`src/hw/seq_pkg.sv`:
```
// Purpose: shared constants and types of the program sequencer
// Assumes: one clock pclk, APB register access, 16-bit program words
// Notes:   opcode layout is {op, func, imm}; jump target is {func[2:0], imm}
package seq_pkg;

	localparam int PC_W        = 11;
	localparam int DATA_W      = 8;
	localparam int INSTR_W     = 16;
	localparam int STACK_DEPTH = 6;
	localparam int SP_W        = 3;
	localparam int PHASE_W     = 2;
	localparam int PAGE_W      = 3;
	localparam int ADDR_W      = 8;
	localparam int BUS_W       = 32;

	localparam logic [PC_W-1:0] RESET_VECTOR = 11'h000;
	localparam logic [PC_W-1:0] INT_VECTOR   = 11'h004;
	localparam logic [PC_W-1:0] PC_STEP      = 11'h001;
	localparam logic [SP_W-1:0] SP_FULL      = 3'h6;
	localparam logic [SP_W-1:0] SP_EMPTY     = 3'h0;
	localparam logic [SP_W-1:0] SP_STEP      = 3'h1;

	// Register byte offsets
	localparam logic [ADDR_W-1:0] REG_PC_LOW_BYTE = 8'h00;
	localparam logic [ADDR_W-1:0] REG_CTRL        = 8'h04;
	localparam logic [ADDR_W-1:0] REG_STATUS      = 8'h08;
	localparam logic [ADDR_W-1:0] REG_ACC         = 8'h0C;
	localparam logic [ADDR_W-1:0] REG_WORK        = 8'h10;

	// Field positions
	localparam int CTRL_IRQ_EN = 0;
	localparam int ST_CARRY    = 0;
	localparam int ST_ZERO     = 1;
	localparam int ST_IRQ_PEND = 2;
	localparam int ST_PHASE    = 4;

	// Opcodes
	localparam logic [3:0] OP_NOP               = 4'h0;
	localparam logic [3:0] OP_ALU_ACC           = 4'h1;
	localparam logic [3:0] OP_ALU_WORK          = 4'h2;
	localparam logic [3:0] OP_JUMP              = 4'h4;
	localparam logic [3:0] OP_CALL              = 4'h5;
	localparam logic [3:0] OP_SUBROUTINE_RETURN = 4'h6;
	localparam logic [3:0] OP_INTERRUPT_RETURN  = 4'h7;
	localparam logic [3:0] OP_SKIP              = 4'h8;
	localparam logic [3:0] OP_PC_LOW_WRITE      = 4'h9;

	// ALU functions
	localparam logic [3:0] ALU_ADD           = 4'h0;
	localparam logic [3:0] ALU_ADC           = 4'h1;
	localparam logic [3:0] ALU_SUB           = 4'h2;
	localparam logic [3:0] ALU_SBC           = 4'h3;
	localparam logic [3:0] DECIMAL_ADJUST_OP = 4'h4;
	localparam logic [3:0] ALU_AND           = 4'h5;
	localparam logic [3:0] ALU_OR            = 4'h6;
	localparam logic [3:0] ALU_XOR           = 4'h7;
	localparam logic [3:0] ALU_CPL           = 4'h8;
	localparam logic [3:0] INCREMENT_SKIP_ZERO_OP = 4'h9;
	localparam logic [3:0] DECREMENT_SKIP_ZERO_OP = 4'hA;
	localparam logic [3:0] ALU_RR            = 4'hB;
	localparam logic [3:0] ALU_RRC           = 4'hC;
	localparam logic [3:0] ALU_RL            = 4'hD;
	localparam logic [3:0] ALU_RLC           = 4'hE;
	localparam logic [3:0] SKIP_IF_ZERO_OP   = 4'hF;

	localparam logic [3:0]        NIBBLE_MAX = 4'h9;
	localparam logic [DATA_W-1:0] DAA_LOW    = 8'h06;
	localparam logic [DATA_W-1:0] DAA_HIGH   = 8'h60;

	typedef enum logic [1:0] {PH_T1, PH_T2, PH_T3, PH_T4} phase_e;

	typedef struct packed {
		logic [3:0]        op;
		logic [3:0]        func;
		logic [DATA_W-1:0] imm;
	} instr_s;

	typedef struct packed {
		logic carry;
		logic zero;
	} alu_flags_s;

endpackage
```
`src/hw/alu8.sv`:
```
// Purpose: 8-bit arithmetic and logic unit
// Assumes: combinational, used once per instruction cycle
// Notes:   carry means no borrow on subtraction
`timescale 1ns/1ns
module alu8 import seq_pkg::*; (
	input  wire logic [3:0]        func,
	input  wire logic [DATA_W-1:0] a,
	input  wire logic [DATA_W-1:0] b,
	input  wire logic              c_in,
	output logic      [DATA_W-1:0] result,
	output alu_flags_s             flags,
	output logic                   skip
);

	logic [DATA_W:0]   sum;
	logic [DATA_W-1:0] adj;

	always_comb begin
		sum         = '0;
		adj         = '0;
		result      = '0;
		flags.carry = c_in;
		case (func)
			ALU_ADD, ALU_ADC: begin
				sum         = {1'b0, a} + {1'b0, b} + {8'h00, c_in & func[0]};
				result      = sum[DATA_W-1:0];
				flags.carry = sum[DATA_W];
			end
			ALU_SUB, ALU_SBC: begin
				sum         = {1'b0, a} + {1'b0, ~b} + {8'h00, func[0] ? c_in : 1'b1};
				result      = sum[DATA_W-1:0];
				flags.carry = sum[DATA_W];
			end
			DECIMAL_ADJUST_OP: begin
				if (a[3:0] > NIBBLE_MAX) begin
					adj = DAA_LOW;
				end
				if (a[7:4] > NIBBLE_MAX || c_in) begin
					adj = adj | DAA_HIGH;
				end
				sum         = {1'b0, a} + {1'b0, adj};
				result      = sum[DATA_W-1:0];
				flags.carry = sum[DATA_W] | c_in;
			end
			ALU_AND: result = a & b;
			ALU_OR:  result = a | b;
			ALU_XOR: result = a ^ b;
			ALU_CPL: result = ~b;
			INCREMENT_SKIP_ZERO_OP: result = b + 8'h01;
			DECREMENT_SKIP_ZERO_OP: result = b - 8'h01;
			ALU_RR:  result = {b[0], b[7:1]};
			ALU_RRC: begin
				result      = {c_in, b[7:1]};
				flags.carry = b[0];
			end
			ALU_RL:  result = {b[6:0], b[7]};
			ALU_RLC: begin
				result      = {b[6:0], c_in};
				flags.carry = b[7];
			end
			default: result = b;
		endcase
		flags.zero = (result == '0);
		skip       = (func == SKIP_IF_ZERO_OP) ? (b == '0) : flags.zero;
	end

endmodule

```
`src/hw/program_sequencer_pc_stack.sv`:
```
// Purpose: program sequencer with prefetch, PC, return stack and ALU
// Assumes: program memory answers within the instruction cycle
// Notes:   registers on APB; zero-wait slave
`timescale 1ns/1ns
module program_sequencer_pc_stack import seq_pkg::*; (
	input  wire logic               pclk,
	input  wire logic               presetn,
	input  wire logic               psel,
	input  wire logic               penable,
	input  wire logic               pwrite,
	input  wire logic [ADDR_W-1:0]  paddr,
	input  wire logic [BUS_W-1:0]   pwdata,
	output logic      [BUS_W-1:0]   prdata,
	output logic                    pready,
	output logic                    pslverr,
	output logic      [PC_W-1:0]    prog_addr,
	input  wire logic [INSTR_W-1:0] prog_rdata,
	input  wire logic               irq_req,
	output logic                    irq_ack,
	output logic      [3:0]         instruction_phases
);

	phase_e            phase;
	logic [PC_W-1:0]   pc;
	logic [PC_W-1:0]   next_pc;
	logic [PC_W-1:0]   jump_target;
	logic [PC_W-1:0]   pcl_target;
	instr_s            ir;
	logic              ir_valid;
	logic              next_valid;
	logic              boundary;
	logic              exec;
	logic              branch_op;
	logic [DATA_W-1:0] acc;
	logic [DATA_W-1:0] wreg;
	alu_flags_s        flags;
	logic              irq_pending;
	logic              irq_en;
	logic              pcl_pending;
	logic [DATA_W-1:0] pcl_data;
	logic              take_irq;
	logic              take_pcl;
	logic              stack_push;
	logic              stack_pop;
	logic [PC_W-1:0]   stack_top;
	logic              stack_full;
	logic [DATA_W-1:0] alu_b;
	logic [DATA_W-1:0] alu_result;
	alu_flags_s        alu_flags;
	logic              alu_skip;
	logic              wr_access;
	logic              mapped;
	logic [BUS_W-1:0]  rd_word;

	// ------------------------------------------------------------
	// Instruction phases
	// ------------------------------------------------------------

	always_ff @(posedge pclk or negedge presetn) begin
		if (!presetn) begin
			phase <= PH_T4;
		end else begin
			case (phase)
				PH_T1:   phase <= PH_T2;
				PH_T2:   phase <= PH_T3;
				PH_T3:   phase <= PH_T4;
				PH_T4:   phase <= PH_T1;
				default: phase <= PH_T1;
			endcase
		end
	end

	assign instruction_phases = 4'h1 << phase;
	assign boundary           = (phase == PH_T4);
	assign exec               = boundary & ir_valid;

	// ------------------------------------------------------------
	// Next program counter
	// ------------------------------------------------------------

	assign jump_target = {ir.func[PAGE_W-1:0], ir.imm};
	assign pcl_target  = {pc[PC_W-1:DATA_W], pcl_data};

	always_comb begin
		case (ir.op)
			OP_JUMP, OP_CALL, OP_SUBROUTINE_RETURN,
			OP_INTERRUPT_RETURN, OP_PC_LOW_WRITE: branch_op = exec;
			default:                              branch_op = 1'b0;
		endcase
	end

	always_comb begin
		next_pc    = pc;
		next_valid = ir_valid;
		stack_push = 1'b0;
		stack_pop  = 1'b0;
		take_irq   = 1'b0;
		take_pcl   = 1'b0;
		if (boundary) begin
			next_pc    = pc + PC_STEP;
			next_valid = 1'b1;
		end
		if (exec) begin
			case (ir.op)
				OP_JUMP: begin
					next_pc    = jump_target;
					next_valid = 1'b0;
				end
				OP_CALL: begin
					next_pc    = jump_target;
					next_valid = 1'b0;
					stack_push = 1'b1;
				end
				OP_SUBROUTINE_RETURN, OP_INTERRUPT_RETURN: begin
					next_pc    = stack_top;
					next_valid = 1'b0;
					stack_pop  = 1'b1;
				end
				OP_PC_LOW_WRITE: begin
					next_pc    = {pc[PC_W-1:DATA_W], ir.imm};
					next_valid = 1'b0;
				end
				OP_SKIP: begin
					if (alu_skip) begin
						next_valid = 1'b0;
					end
				end
				default: begin
				end
			endcase
		end
		if (boundary && !branch_op) begin
			if (pcl_pending) begin
				take_pcl   = 1'b1;
				next_pc    = pcl_target;
				next_valid = 1'b0;
			end else if (irq_pending && irq_en && !stack_full) begin
				take_irq   = 1'b1;
				stack_push = 1'b1;
				next_pc    = INT_VECTOR;
				next_valid = 1'b0;
			end
		end
	end

	assign irq_ack = take_irq;

	// ------------------------------------------------------------
	// Fetch and prefetch register
	// ------------------------------------------------------------

	always_ff @(posedge pclk or negedge presetn) begin
		if (!presetn) begin
			pc <= RESET_VECTOR;
		end else if (boundary) begin
			pc <= next_pc;
		end
	end

	assign prog_addr = pc;

	always_ff @(posedge pclk or negedge presetn) begin
		if (!presetn) begin
			ir       <= '0;
			ir_valid <= 1'b0;
		end else if (boundary) begin
			ir       <= prog_rdata;
			ir_valid <= next_valid;
		end
	end

	// ------------------------------------------------------------
	// Data path
	// ------------------------------------------------------------

	assign alu_b = (ir.op == OP_ALU_ACC) ? ir.imm : wreg;

	alu8 u_alu (
		.func   (ir.func),
		.a      (acc),
		.b      (alu_b),
		.c_in   (flags.carry),
		.result (alu_result),
		.flags  (alu_flags),
		.skip   (alu_skip)
	);

	always_ff @(posedge pclk or negedge presetn) begin
		if (!presetn) begin
			acc <= '0;
		end else if (exec && ir.op == OP_ALU_ACC) begin
			acc <= alu_result;
		end
	end

	always_ff @(posedge pclk or negedge presetn) begin
		if (!presetn) begin
			wreg <= '0;
		end else if (exec && ir.op == OP_ALU_WORK) begin
			wreg <= alu_result;
		end else if (exec && ir.op == OP_SKIP && ir.func != SKIP_IF_ZERO_OP) begin
			wreg <= alu_result;
		end
	end

	always_ff @(posedge pclk or negedge presetn) begin
		if (!presetn) begin
			flags <= '0;
		end else if (exec && (ir.op == OP_ALU_ACC || ir.op == OP_ALU_WORK)) begin
			flags <= alu_flags;
		end
	end

	// ------------------------------------------------------------
	// Return stack and interrupt flag
	// ------------------------------------------------------------

	return_stack u_stack (
		.pclk      (pclk),
		.presetn   (presetn),
		.push      (stack_push),
		.pop       (stack_pop),
		.push_data (pc),
		.top       (stack_top),
		.full      (stack_full)
	);

	always_ff @(posedge pclk or negedge presetn) begin
		if (!presetn) begin
			irq_pending <= 1'b0;
		end else if (irq_req) begin
			irq_pending <= 1'b1;
		end else if (take_irq) begin
			irq_pending <= 1'b0;
		end
	end

	// ------------------------------------------------------------
	// APB registers
	// ------------------------------------------------------------

	assign wr_access = psel & penable & pwrite;
	assign pready    = 1'b1;
	assign pslverr   = psel & penable & ~mapped;

	always_ff @(posedge pclk or negedge presetn) begin
		if (!presetn) begin
			pcl_pending <= 1'b0;
			pcl_data    <= '0;
		end else if (wr_access && paddr == REG_PC_LOW_BYTE) begin
			pcl_pending <= 1'b1;
			pcl_data    <= pwdata[DATA_W-1:0];
		end else if (take_pcl) begin
			pcl_pending <= 1'b0;
		end
	end

	always_ff @(posedge pclk or negedge presetn) begin
		if (!presetn) begin
			irq_en <= 1'b0;
		end else if (wr_access && paddr == REG_CTRL) begin
			irq_en <= pwdata[CTRL_IRQ_EN];
		end
	end

	always_comb begin
		rd_word = '0;
		mapped  = 1'b1;
		case (paddr)
			REG_PC_LOW_BYTE: rd_word[DATA_W-1:0] = pc[DATA_W-1:0];
			REG_CTRL:        rd_word[CTRL_IRQ_EN] = irq_en;
			REG_STATUS: begin
				rd_word[ST_CARRY]             = flags.carry;
				rd_word[ST_ZERO]              = flags.zero;
				rd_word[ST_IRQ_PEND]          = irq_pending;
				rd_word[ST_PHASE +: PHASE_W]  = phase;
			end
			REG_ACC:  rd_word[DATA_W-1:0] = acc;
			REG_WORK: rd_word[DATA_W-1:0] = wreg;
			default:  mapped = 1'b0;
		endcase
	end

	always_ff @(posedge pclk or negedge presetn) begin
		if (!presetn) begin
			prdata <= '0;
		end else if (psel && !penable) begin
			prdata <= rd_word;
		end
	end

	// ------------------------------------------------------------
	// Checks
	// ------------------------------------------------------------

	a_phase_order: assert property (@(posedge pclk) disable iff (!presetn)
		phase == PH_T1 |=> phase == PH_T2 ##1 phase == PH_T3 ##1 phase == PH_T4 ##1 phase == PH_T1)
		else $error("phase order broken");

	a_pc_hold: assert property (@(posedge pclk) disable iff (!presetn)
		phase != PH_T4 |=> $stable(pc)) else $error("pc moved inside cycle");

	a_plain_throughput: assert property (@(posedge pclk) disable iff (!presetn)
		exec && ir.op == OP_ALU_ACC && !pcl_pending && !take_irq |=> ir_valid)
		else $error("plain instruction stalled");

	a_jump_two_cycles: assert property (@(posedge pclk) disable iff (!presetn)
		exec && ir.op == OP_JUMP && !pcl_pending && !irq_pending |=> !ir_valid [*4] ##1 ir_valid)
		else $error("jump not two cycles");

	a_pc_step: assert property (@(posedge pclk) disable iff (!presetn)
		exec && ir.op == OP_NOP && !pcl_pending && !take_irq |=> pc == PC_W'($past(pc) + PC_STEP))
		else $error("pc did not step by one");

	a_jump_target: assert property (@(posedge pclk) disable iff (!presetn)
		exec && ir.op == OP_JUMP |=> pc == $past(jump_target)) else $error("jump target wrong");

	a_skip_dummy: assert property (@(posedge pclk) disable iff (!presetn)
		exec && ir.op == OP_SKIP && alu_skip |=> !ir_valid) else $error("skip kept prefetch");

	a_pcl_page: assert property (@(posedge pclk) disable iff (!presetn)
		take_pcl |=> pc == $past(pcl_target) && !ir_valid) else $error("low byte jump wrong");

	a_ret_pop: assert property (@(posedge pclk) disable iff (!presetn)
		exec && ir.op == OP_SUBROUTINE_RETURN |=> pc == $past(stack_top)) else $error("return address wrong");

	a_irq_defer: assert property (@(posedge pclk) disable iff (!presetn)
		stack_full |-> !irq_ack) else $error("ack with full stack");

	a_alu_zero: assert property (@(posedge pclk) disable iff (!presetn)
		exec && ir.op == OP_ALU_ACC |=> flags.zero == (acc == '0)) else $error("zero flag wrong");

	a_reset_start: assert property (@(posedge pclk) disable iff (!presetn)
		$rose(presetn) |-> pc == RESET_VECTOR) else $error("pc not zero after reset");

endmodule

```
`src/hw/return_stack.sv`:
```
// Purpose: six-entry hardware return stack
// Assumes: push and pop never in the same cycle
// Notes:   entry 0 is the top; overflow drops the oldest entry
`timescale 1ns/1ns
module return_stack import seq_pkg::*; (
	input  wire logic            pclk,
	input  wire logic            presetn,
	input  wire logic            push,
	input  wire logic            pop,
	input  wire logic [PC_W-1:0] push_data,
	output logic      [PC_W-1:0] top,
	output logic                 full
);

	logic [PC_W-1:0] entry [STACK_DEPTH];
	logic [SP_W-1:0] count;

	for (genvar i = 0; i < STACK_DEPTH; i++) begin : g_entry
		always_ff @(posedge pclk or negedge presetn) begin
			if (!presetn) begin
				entry[i] <= '0;
			end else if (push) begin
				if (i == 0) begin
					entry[i] <= push_data;
				end else begin
					entry[i] <= entry[(i == 0) ? 0 : i-1];
				end
			end else if (pop) begin
				if (i == STACK_DEPTH-1) begin
					entry[i] <= '0;
				end else begin
					entry[i] <= entry[(i == STACK_DEPTH-1) ? i : i+1];
				end
			end
		end
	end

	always_ff @(posedge pclk or negedge presetn) begin
		if (!presetn) begin
			count <= SP_EMPTY;
		end else if (push && count != SP_FULL) begin
			count <= count + SP_STEP;
		end else if (pop && count != SP_EMPTY) begin
			count <= count - SP_STEP;
		end
	end

	assign top  = entry[0];
	assign full = (count == SP_FULL);

	a_count_bound: assert property (@(posedge pclk) disable iff (!presetn)
		count <= SP_FULL) else $error("stack count above six");
	a_push_top: assert property (@(posedge pclk) disable iff (!presetn)
		push |=> top == $past(push_data)) else $error("pushed value not on top");
	a_overflow_full: assert property (@(posedge pclk) disable iff (!presetn)
		push && full |=> full && count == SP_FULL) else $error("overflow changed depth");

endmodule

```
`config.mk`:
```
export PLATFORM = sky130hd
export DESIGN_NAME = program_sequencer_pc_stack
export DESIGN_NICKNAME = d
export VERILOG_FILES = /design/src/hw/seq_pkg.sv /design/src/hw/alu8.sv /design/src/hw/program_sequencer_pc_stack.sv /design/src/hw/return_stack.sv
export SDC_FILE = /design/constraint.sdc
export NUM_CORES = 1
export LEC_CHECK = 0
export BUFFER_PORTS_ARGS = -buffer_cell sky130_fd_sc_hd__buf_4
export CAP_MARGIN = 25
export CELL_PAD_IN_SITES_DETAIL_PLACEMENT = 0
export CELL_PAD_IN_SITES_GLOBAL_PLACEMENT = 1
export CORE_MARGIN = 1.5
export CORE_UTILIZATION = 45
export DETAILED_ROUTE_END_ITERATION = 16
export GPL_TIMING_DRIVEN = 0
export PLACE_DENSITY = 0.81
export SLEW_MARGIN = 0
export SYNTH_ARGS = -nofsm -noshare
export SYNTH_HDL_FRONTEND = slang
export SYNTH_SLANG_ARGS = --single-unit
export TNS_END_PERCENT = 20
```
`constraint.sdc`:
```
create_clock -name pclk -period 7 [get_ports pclk]
set_input_delay 0 -clock pclk [delete_from_list [all_inputs] [get_ports pclk]]
set_output_delay 0 -clock pclk [all_outputs]
set_load 0.01 [all_outputs]
```
# After elaboration in Yosys (flattened, before gate mapping)
# Index checks and enable logic that the tools add are counted.
[totals] word_cells=178 output_inout_bits=50 register_bits=136
[classes] n_lt_le_gt_ge=2 shift=1 addsub=10 n_eq_ne=34 n_reduce_logical=38 n_mux=59 bitwise_logic=11
[ops] cell="11-bit 2-to-1 mux" count=16
[ops] cell="8-bit one-hot mux with 13 select lines" count=1
[ops] cell="4-bit equality test, second input constant" count=10
[ops] cell="11-bit one-hot mux with 3 select lines" count=1
[ops] cell="4-bit by 3-bit equality test with 1-bit output, second input constant" count=8
[ops] cell="8-bit 2-to-1 mux" count=4
[ops] cell="8-bit by 8-bit adder with 9-bit output" count=3
[ops] cell="1-bit 2-to-1 mux" count=25
[ops] cell="8-bit zero test" count=3
[ops] cell="2-bit one-hot mux with 4 select lines" count=3
[ops] cell="9-bit by 1-bit adder with 9-bit output" count=2
[ops] cell="8-bit by 4-bit equality test with 1-bit output, second input constant" count=2
[ops] cell="1-bit logical AND" count=13
[ops] cell="4-bit by 2-bit equality test with 1-bit output, second input constant" count=3
[ops] cell="11-bit by 1-bit adder with 11-bit output, second input constant" count=1
[ops] cell="1-bit one-hot mux with 5 select lines" count=2
[ops] cell="2-bit nonzero test" count=5
[ops] cell="5-bit OR reduction" count=2
[ops] cell="3-bit 2-to-1 mux" count=3
[ops] cell="8-bit by 1-bit adder with 8-bit output, second input constant" count=1
[ops] cell="8-bit AND" count=1
[ops] cell="4-bit by 1-bit equality test with 1-bit output, second input constant" count=2
[ops] cell="8-bit by 3-bit equality test with 1-bit output, second input constant" count=1
[ops] cell="8-bit by 5-bit equality test with 1-bit output, second input constant" count=1
[ops] cell="29 further kinds" count=42

# Longest topological paths before layout
[logic_depth] word_depth=14 mapped_depth=17

# Cells and area by module
# From an unflattened synthesis, not the netlist that was laid out.
[hier_totals] hier_cells=1022 hier_area_um2=9515.4
[by_module_without_submodules] mod="program_sequencer_pc_stack" cells_per_inst=360 area_per_inst_um2=3955.0 instances=1
[by_module_without_submodules] mod="return_stack" cells_per_inst=325 area_per_inst_um2=3315.7 instances=1
[by_module_without_submodules] mod="alu8" cells_per_inst=337 area_per_inst_um2=2244.7 instances=1

# Worst setup path before layout
# OpenSTA, ideal clock, no wires.
[synth_path] kind="register to register" startpoint="register ir[14] (netlist name)" endpoint="register flags[0] (netlist name)" path_buffers=1 t_required_ns=6.934 slack_ns=3.133 path_stages_with_launch=18 arrival_ns=3.800 synth_period_minus_slack_ns=3.867 path_cell_list="dfrtp_1 nor4b_4 buf_6 mux2_4 ha_1 inv_1 ha_1 or2_2 ha_1 and2_1 o21ai_0 o2111ai_1 a2111oi_0 a21oi_1 nor2_1 nand4bb_1 a2111oi_2 mux2_1"
[synth_between] elab_chain_cells=7
[synth_rtl] item="start: declaration" line_no="program_sequencer_pc_stack.sv:28" rtl="instr_s ir;"
[synth_rtl] item="start signal: assignment" line_no="program_sequencer_pc_stack.sv:167" rtl="ir <= prog_rdata;"
[synth_rtl] item="4-bit by 1-bit equality test with 1-bit output" line_no="program_sequencer_pc_stack.sv:176, program_sequencer_pc_stack.sv:209"
[synth_rtl] item="8-bit 2-to-1 mux" line_no="program_sequencer_pc_stack.sv:176" rtl="assign alu_b = (ir.op == OP_ALU_ACC) ? ir.imm : wreg;"
[synth_rtl] item="8-bit NOT" line_no="alu8.sv:30, alu8.sv:48"
[synth_rtl] item="8-bit by 8-bit adder with 9-bit output" line_no="alu8.sv:30" rtl="sum = {1'b0, a} + {1'b0, ~b} + {8'h00, func[0] ? c_in : 1'b1};"
[synth_rtl] item="9-bit by 1-bit adder with 9-bit output" line_no="alu8.sv:30"
[synth_rtl] item="8-bit one-hot mux with 13 select lines" line_no="alu8.sv:23" rtl="case (func)"
[synth_rtl] item="8-bit zero test" line_no="alu8.sv:63" rtl="flags.zero = (result == '0);"
[synth_rtl] item="end signal: assignment" line_no="program_sequencer_pc_stack.sv:210" rtl="flags <= alu_flags;"
[synth_rtl] item="end: declaration" line_no="program_sequencer_pc_stack.sv:36" rtl="alu_flags_s flags;"
# Several ways; a longest one is shown, not always the timed one.
# A chain may end at the register's enable or synchronous reset.

# Final worst setup path
# Ends and elaborated chain as after synthesis.

==> results.cfg <==
[grt]
grt_overflow_total = 0
grt_pass1_wl_um = 44720
antenna_found_initial = 0
gr-usage-all-layers_pct = 26.67
grt_max_degree = 97
grt_pass1_vias = 8017

[routing]
wl_per_cell_um = 18.94
postRouteAntennaNets = 0
drt-total-wl_um = 27980
vias = 8522
drtIter0Drc = 905
remaining_drc_errors = 0
drtPass1Iterations = 5
avgViaCountPerCell = 5.770

[cts]
cts_buffers = 17
root_buffer = clkbuf_16
clk_latency_ps = 430
clock-sinks = 136
cts_resized = 0
path_clk_slew_ps = 60
htreeDepth = 4
clockBufferDepth = 2
tritoncts = yes

[yosys]
ys_ff_latch = 136
ys_seq_area_share_pct = 37.24
synth_adder_area_share_pct = 4.830
yosysUniqueCellTypes = 90
avgSynthCellArea_um2 = 8.595
synth_top_flop_cell = dfrtp_1
synth_top_family_by_area = compound AO/OA/AOI/OAI gates
ys.warnings.count = 0
synthCells = 1064
synth_compound_area_share_pct = 21.08
yosys.area_share.simple_pct = 20.63
synthArstFlopShare_pct = 100.0
synth_area_um2 = 9145
synth_edf_count = 0
synthMuxAreaShare_pct = 8.236
synth-xor-area-share_pct = 2.011

[layout]
finalNonFillerCells = 1477
antenna_cells = 0
layout.nets = 1293
area_delta_synth_final_pct = 19.73
final_layout_size_suffix_gt1_share_pct = 16.75
num-fill-cells = 1831

[power_and_ir_drop]
p_per_area_nw_per_um2 = 275.6
p_leak_nw = 4.941
peakVddDrop_mv = 0.1676

[floorplanning]
io_pins = 112
die_x_um = 145.6
core_area_um2 = 19720
placementRows = 51
start_util_pct = 46.38
die_h_um = 145.6
dieArea_um2 = 21190

[critical_path]
cpMostUsedCell = ha_1
setup.worst_path.class = flip-flop to flip-flop
worst_setup_path_end_kind = flip-flop
crit_arrival_ps = 5240
slowest_stage = a2111oi_0
crit_chain = nor4b_4 -> buf_6 -> mux2_4 -> ha_1 -> inv_1 -> ha_1 -> or2_2 -> ha_1 -> and2_1 -> o21ai_0 -> o2111ai_1 -> a2111oi_0 -> a21oi_1 -> nor2_1 -> nand4bb_1 -> a2111oi_2 -> mux2_1
cp-start-kind = flip-flop
crit_fanout = 10
crit_required_ps = 7360
max_stage_delay_ps = 670

[sta]
tightest_slew_ps = 935.6
clock_skew_ps = 10.71
drv_slew = 0
setup_viol = 0
final-hold-violation-count = 0
slew_headroom_pct = 37.14
post-route-period-util_pct = 69.66
rsz0062_at_grt = no
final.setup.tns_ps = 0
max_freq_mhz = 205.1
fin_crit_ps = 4876

[hold_path]
hold_class = input port to flip-flop

[placed_design]
place_inst = 1417
portBuffers = 61
gp_congestion = 0.9799
dp_hpwl_um = 20910

[status]
status = completed

[flow_run]
maxCapViolations = 0
-- cell usage after synthesis (4+ instances only) --
library cell / number / area share (%)
buf_1: 10 / 0.41
xor2_1: 10 / 0.96
nor2b_1: 13 / 0.89
nor3_1: 13 / 0.71
dfrtp_1: 134 / 37
mux2_2: 36 / 4.4
a221o_1: 4 / 0.44
buf_4: 25 / 2.1
a31oi_1: 47 / 3.2
a21oi_1: 47 / 2.6
xnor2_1: 11 / 1.1
and3_1: 9 / 0.62
a21o_1: 7 / 0.57
nand2b_1: 16 / 1.1
nor2_1: 119 / 4.9
a211oi_1: 5 / 0.41
a221oi_1: 11 / 1.1
fa_1: 4 / 0.88
clkbuf_1: 44 / 1.8
and2_1: 8 / 0.55
ha_1: 28 / 3.8
nand2_1: 176 / 7.2
or3_1: 5 / 0.34
nand3_1: 23 / 1.3
o221ai_1: 4 / 0.38
nor4_1: 5 / 0.34
a22oi_1: 20 / 1.6
inv_1: 23 / 0.94
mux2i_1: 21 / 2.3
o211ai_1: 7 / 0.57
o22ai_1: 13 / 0.89
nand4_1: 6 / 0.41
o21ai_0: 57 / 3.1
or2_2: 4 / 0.27
o21ai_1: 4 / 0.22
buf_2: 4 / 0.22
-- cells in the final DEF (no fill, tap or decap), types with 28 or more instances in the layout --
master,n
buf_4,86
ha_1,28
dfrtp_1,134
nor2_1,119
o21ai_0,57
clkbuf_1,44
a21oi_1,47
mux2_2,36
a31oi_1,47
nand2_1,176
-- registers in the layout, summed over array words and instances, names as in the netlist, 2 cells and up --
register	count
u_stack.top	11
wreg	8
ir	16
u_stack.count	3
pcl_data	8
flags	2
phase	2
u_stack.entry	55
acc	8
prdata	8
prog_addr	11
-- worst max-delay path, delay by kind of cell, from the launching register on --
kind / cells / cell delay [ps]
buffers and inverters: 2 / 280
AOI/OAI and AO/OA: 5 / 1640
adders and majority gates: 3 / 760
DFF: 1 / 490
and+or+nand+nor: 5 / 1050
muxes: 2 / 580
-- power by group --
group	total, mW	switching [mW]	internal [mW]
combinational	0.938	0.528	0.410
sequential	1.16	0.213	0.946
clock	0.921	0.409	0.512
total	3.02	1.15	1.87
-- through the flow --
| stage | cell area, um2 | hold slack, ps | setup slack [ps] | utilization (%) | total power, mW |
|---|---|---|---|---|---|
| 3_5_place_dp | 10070 | -57.27 | 2205 | 51.08 | 2.078 |
| 6_report | 10950 | 40.69 | 2124 | 55.53 | 3.018 |
| 3_3_place_gp | 10020 | 200.5 | 2191 | 50.82 | 2.060 |
| 4_1_cts | 10940 | 24.09 | 2179 | 55.49 | 3.019 |
| 2_1_floorplan | 9231 | -295.6 | 3133 | - | 1.753 |
| 5_1_grt | 10950 | 35.02 | 1921 | 55.53 | 3.186 |
-- kinds of logic (layout without fill, tap and decap cells) --
group | Yosys count | in the layout
simple gates | 418 | 418
compound gates | 278 | 278
flops | 136 | 136
buf+inv | 111 | 236
mux | 65 | 65
fa+ha+maj | 33 | 33
xor+xnor | 21 | 21
other cells | 2 | 25
-- per-layer routing --
layer  vias up  part of all wire [%]  global-route usage [%]
met5         -                     0                       0
met4         0                   2.0                   8.163
met3        37                   6.9                   5.110
met2       305                    47                   43.60
met1      4136                    44                   35.80
li1       4044                     -                       -
-- cell type report --
cell class / count / area (um2) / area share (%)
Multi-Input combinational cell: 840 / 5288 / 48.29
Sequential cell: 136 / 3406 / 31.10
Timing Repair Buffer: 93 / 787.0 / 7.188
Buffer: 85 / 432.9 / 3.954
Clock buffer: 17 / 425.4 / 3.885
Tap cell: 265 / 331.6 / 3.028
Clock inverter: 15 / 173.9 / 1.588
Inverter: 26 / 105.1 / 0.9599
-- worst paths after layout --
kind / slack, ps / end / startpoint / cells past startpoint
worst max-delay path: 2120 / flags[0] / ir[14] / 17
max in group asynchronous: 6130 / u_stack.entry[33] / presetn / 3
worst min register to register: 490 / prdata[0] / prdata[0] / 2
worst max register to register: 2120 / flags[0] / ir[14] / 17
min in group asynchronous: 50 / flags[1] / presetn / 2
worst min-delay path: 40 / prdata[5] / psel / 3
-- what timing repair did --
action | in CTS | in global routing
endpoints found under the hold margin | 162 | 0
buffers inserted | 0 | 0
hold buffers | 27 | 0
No activity file was read; power rests on OpenSTA's default activity.
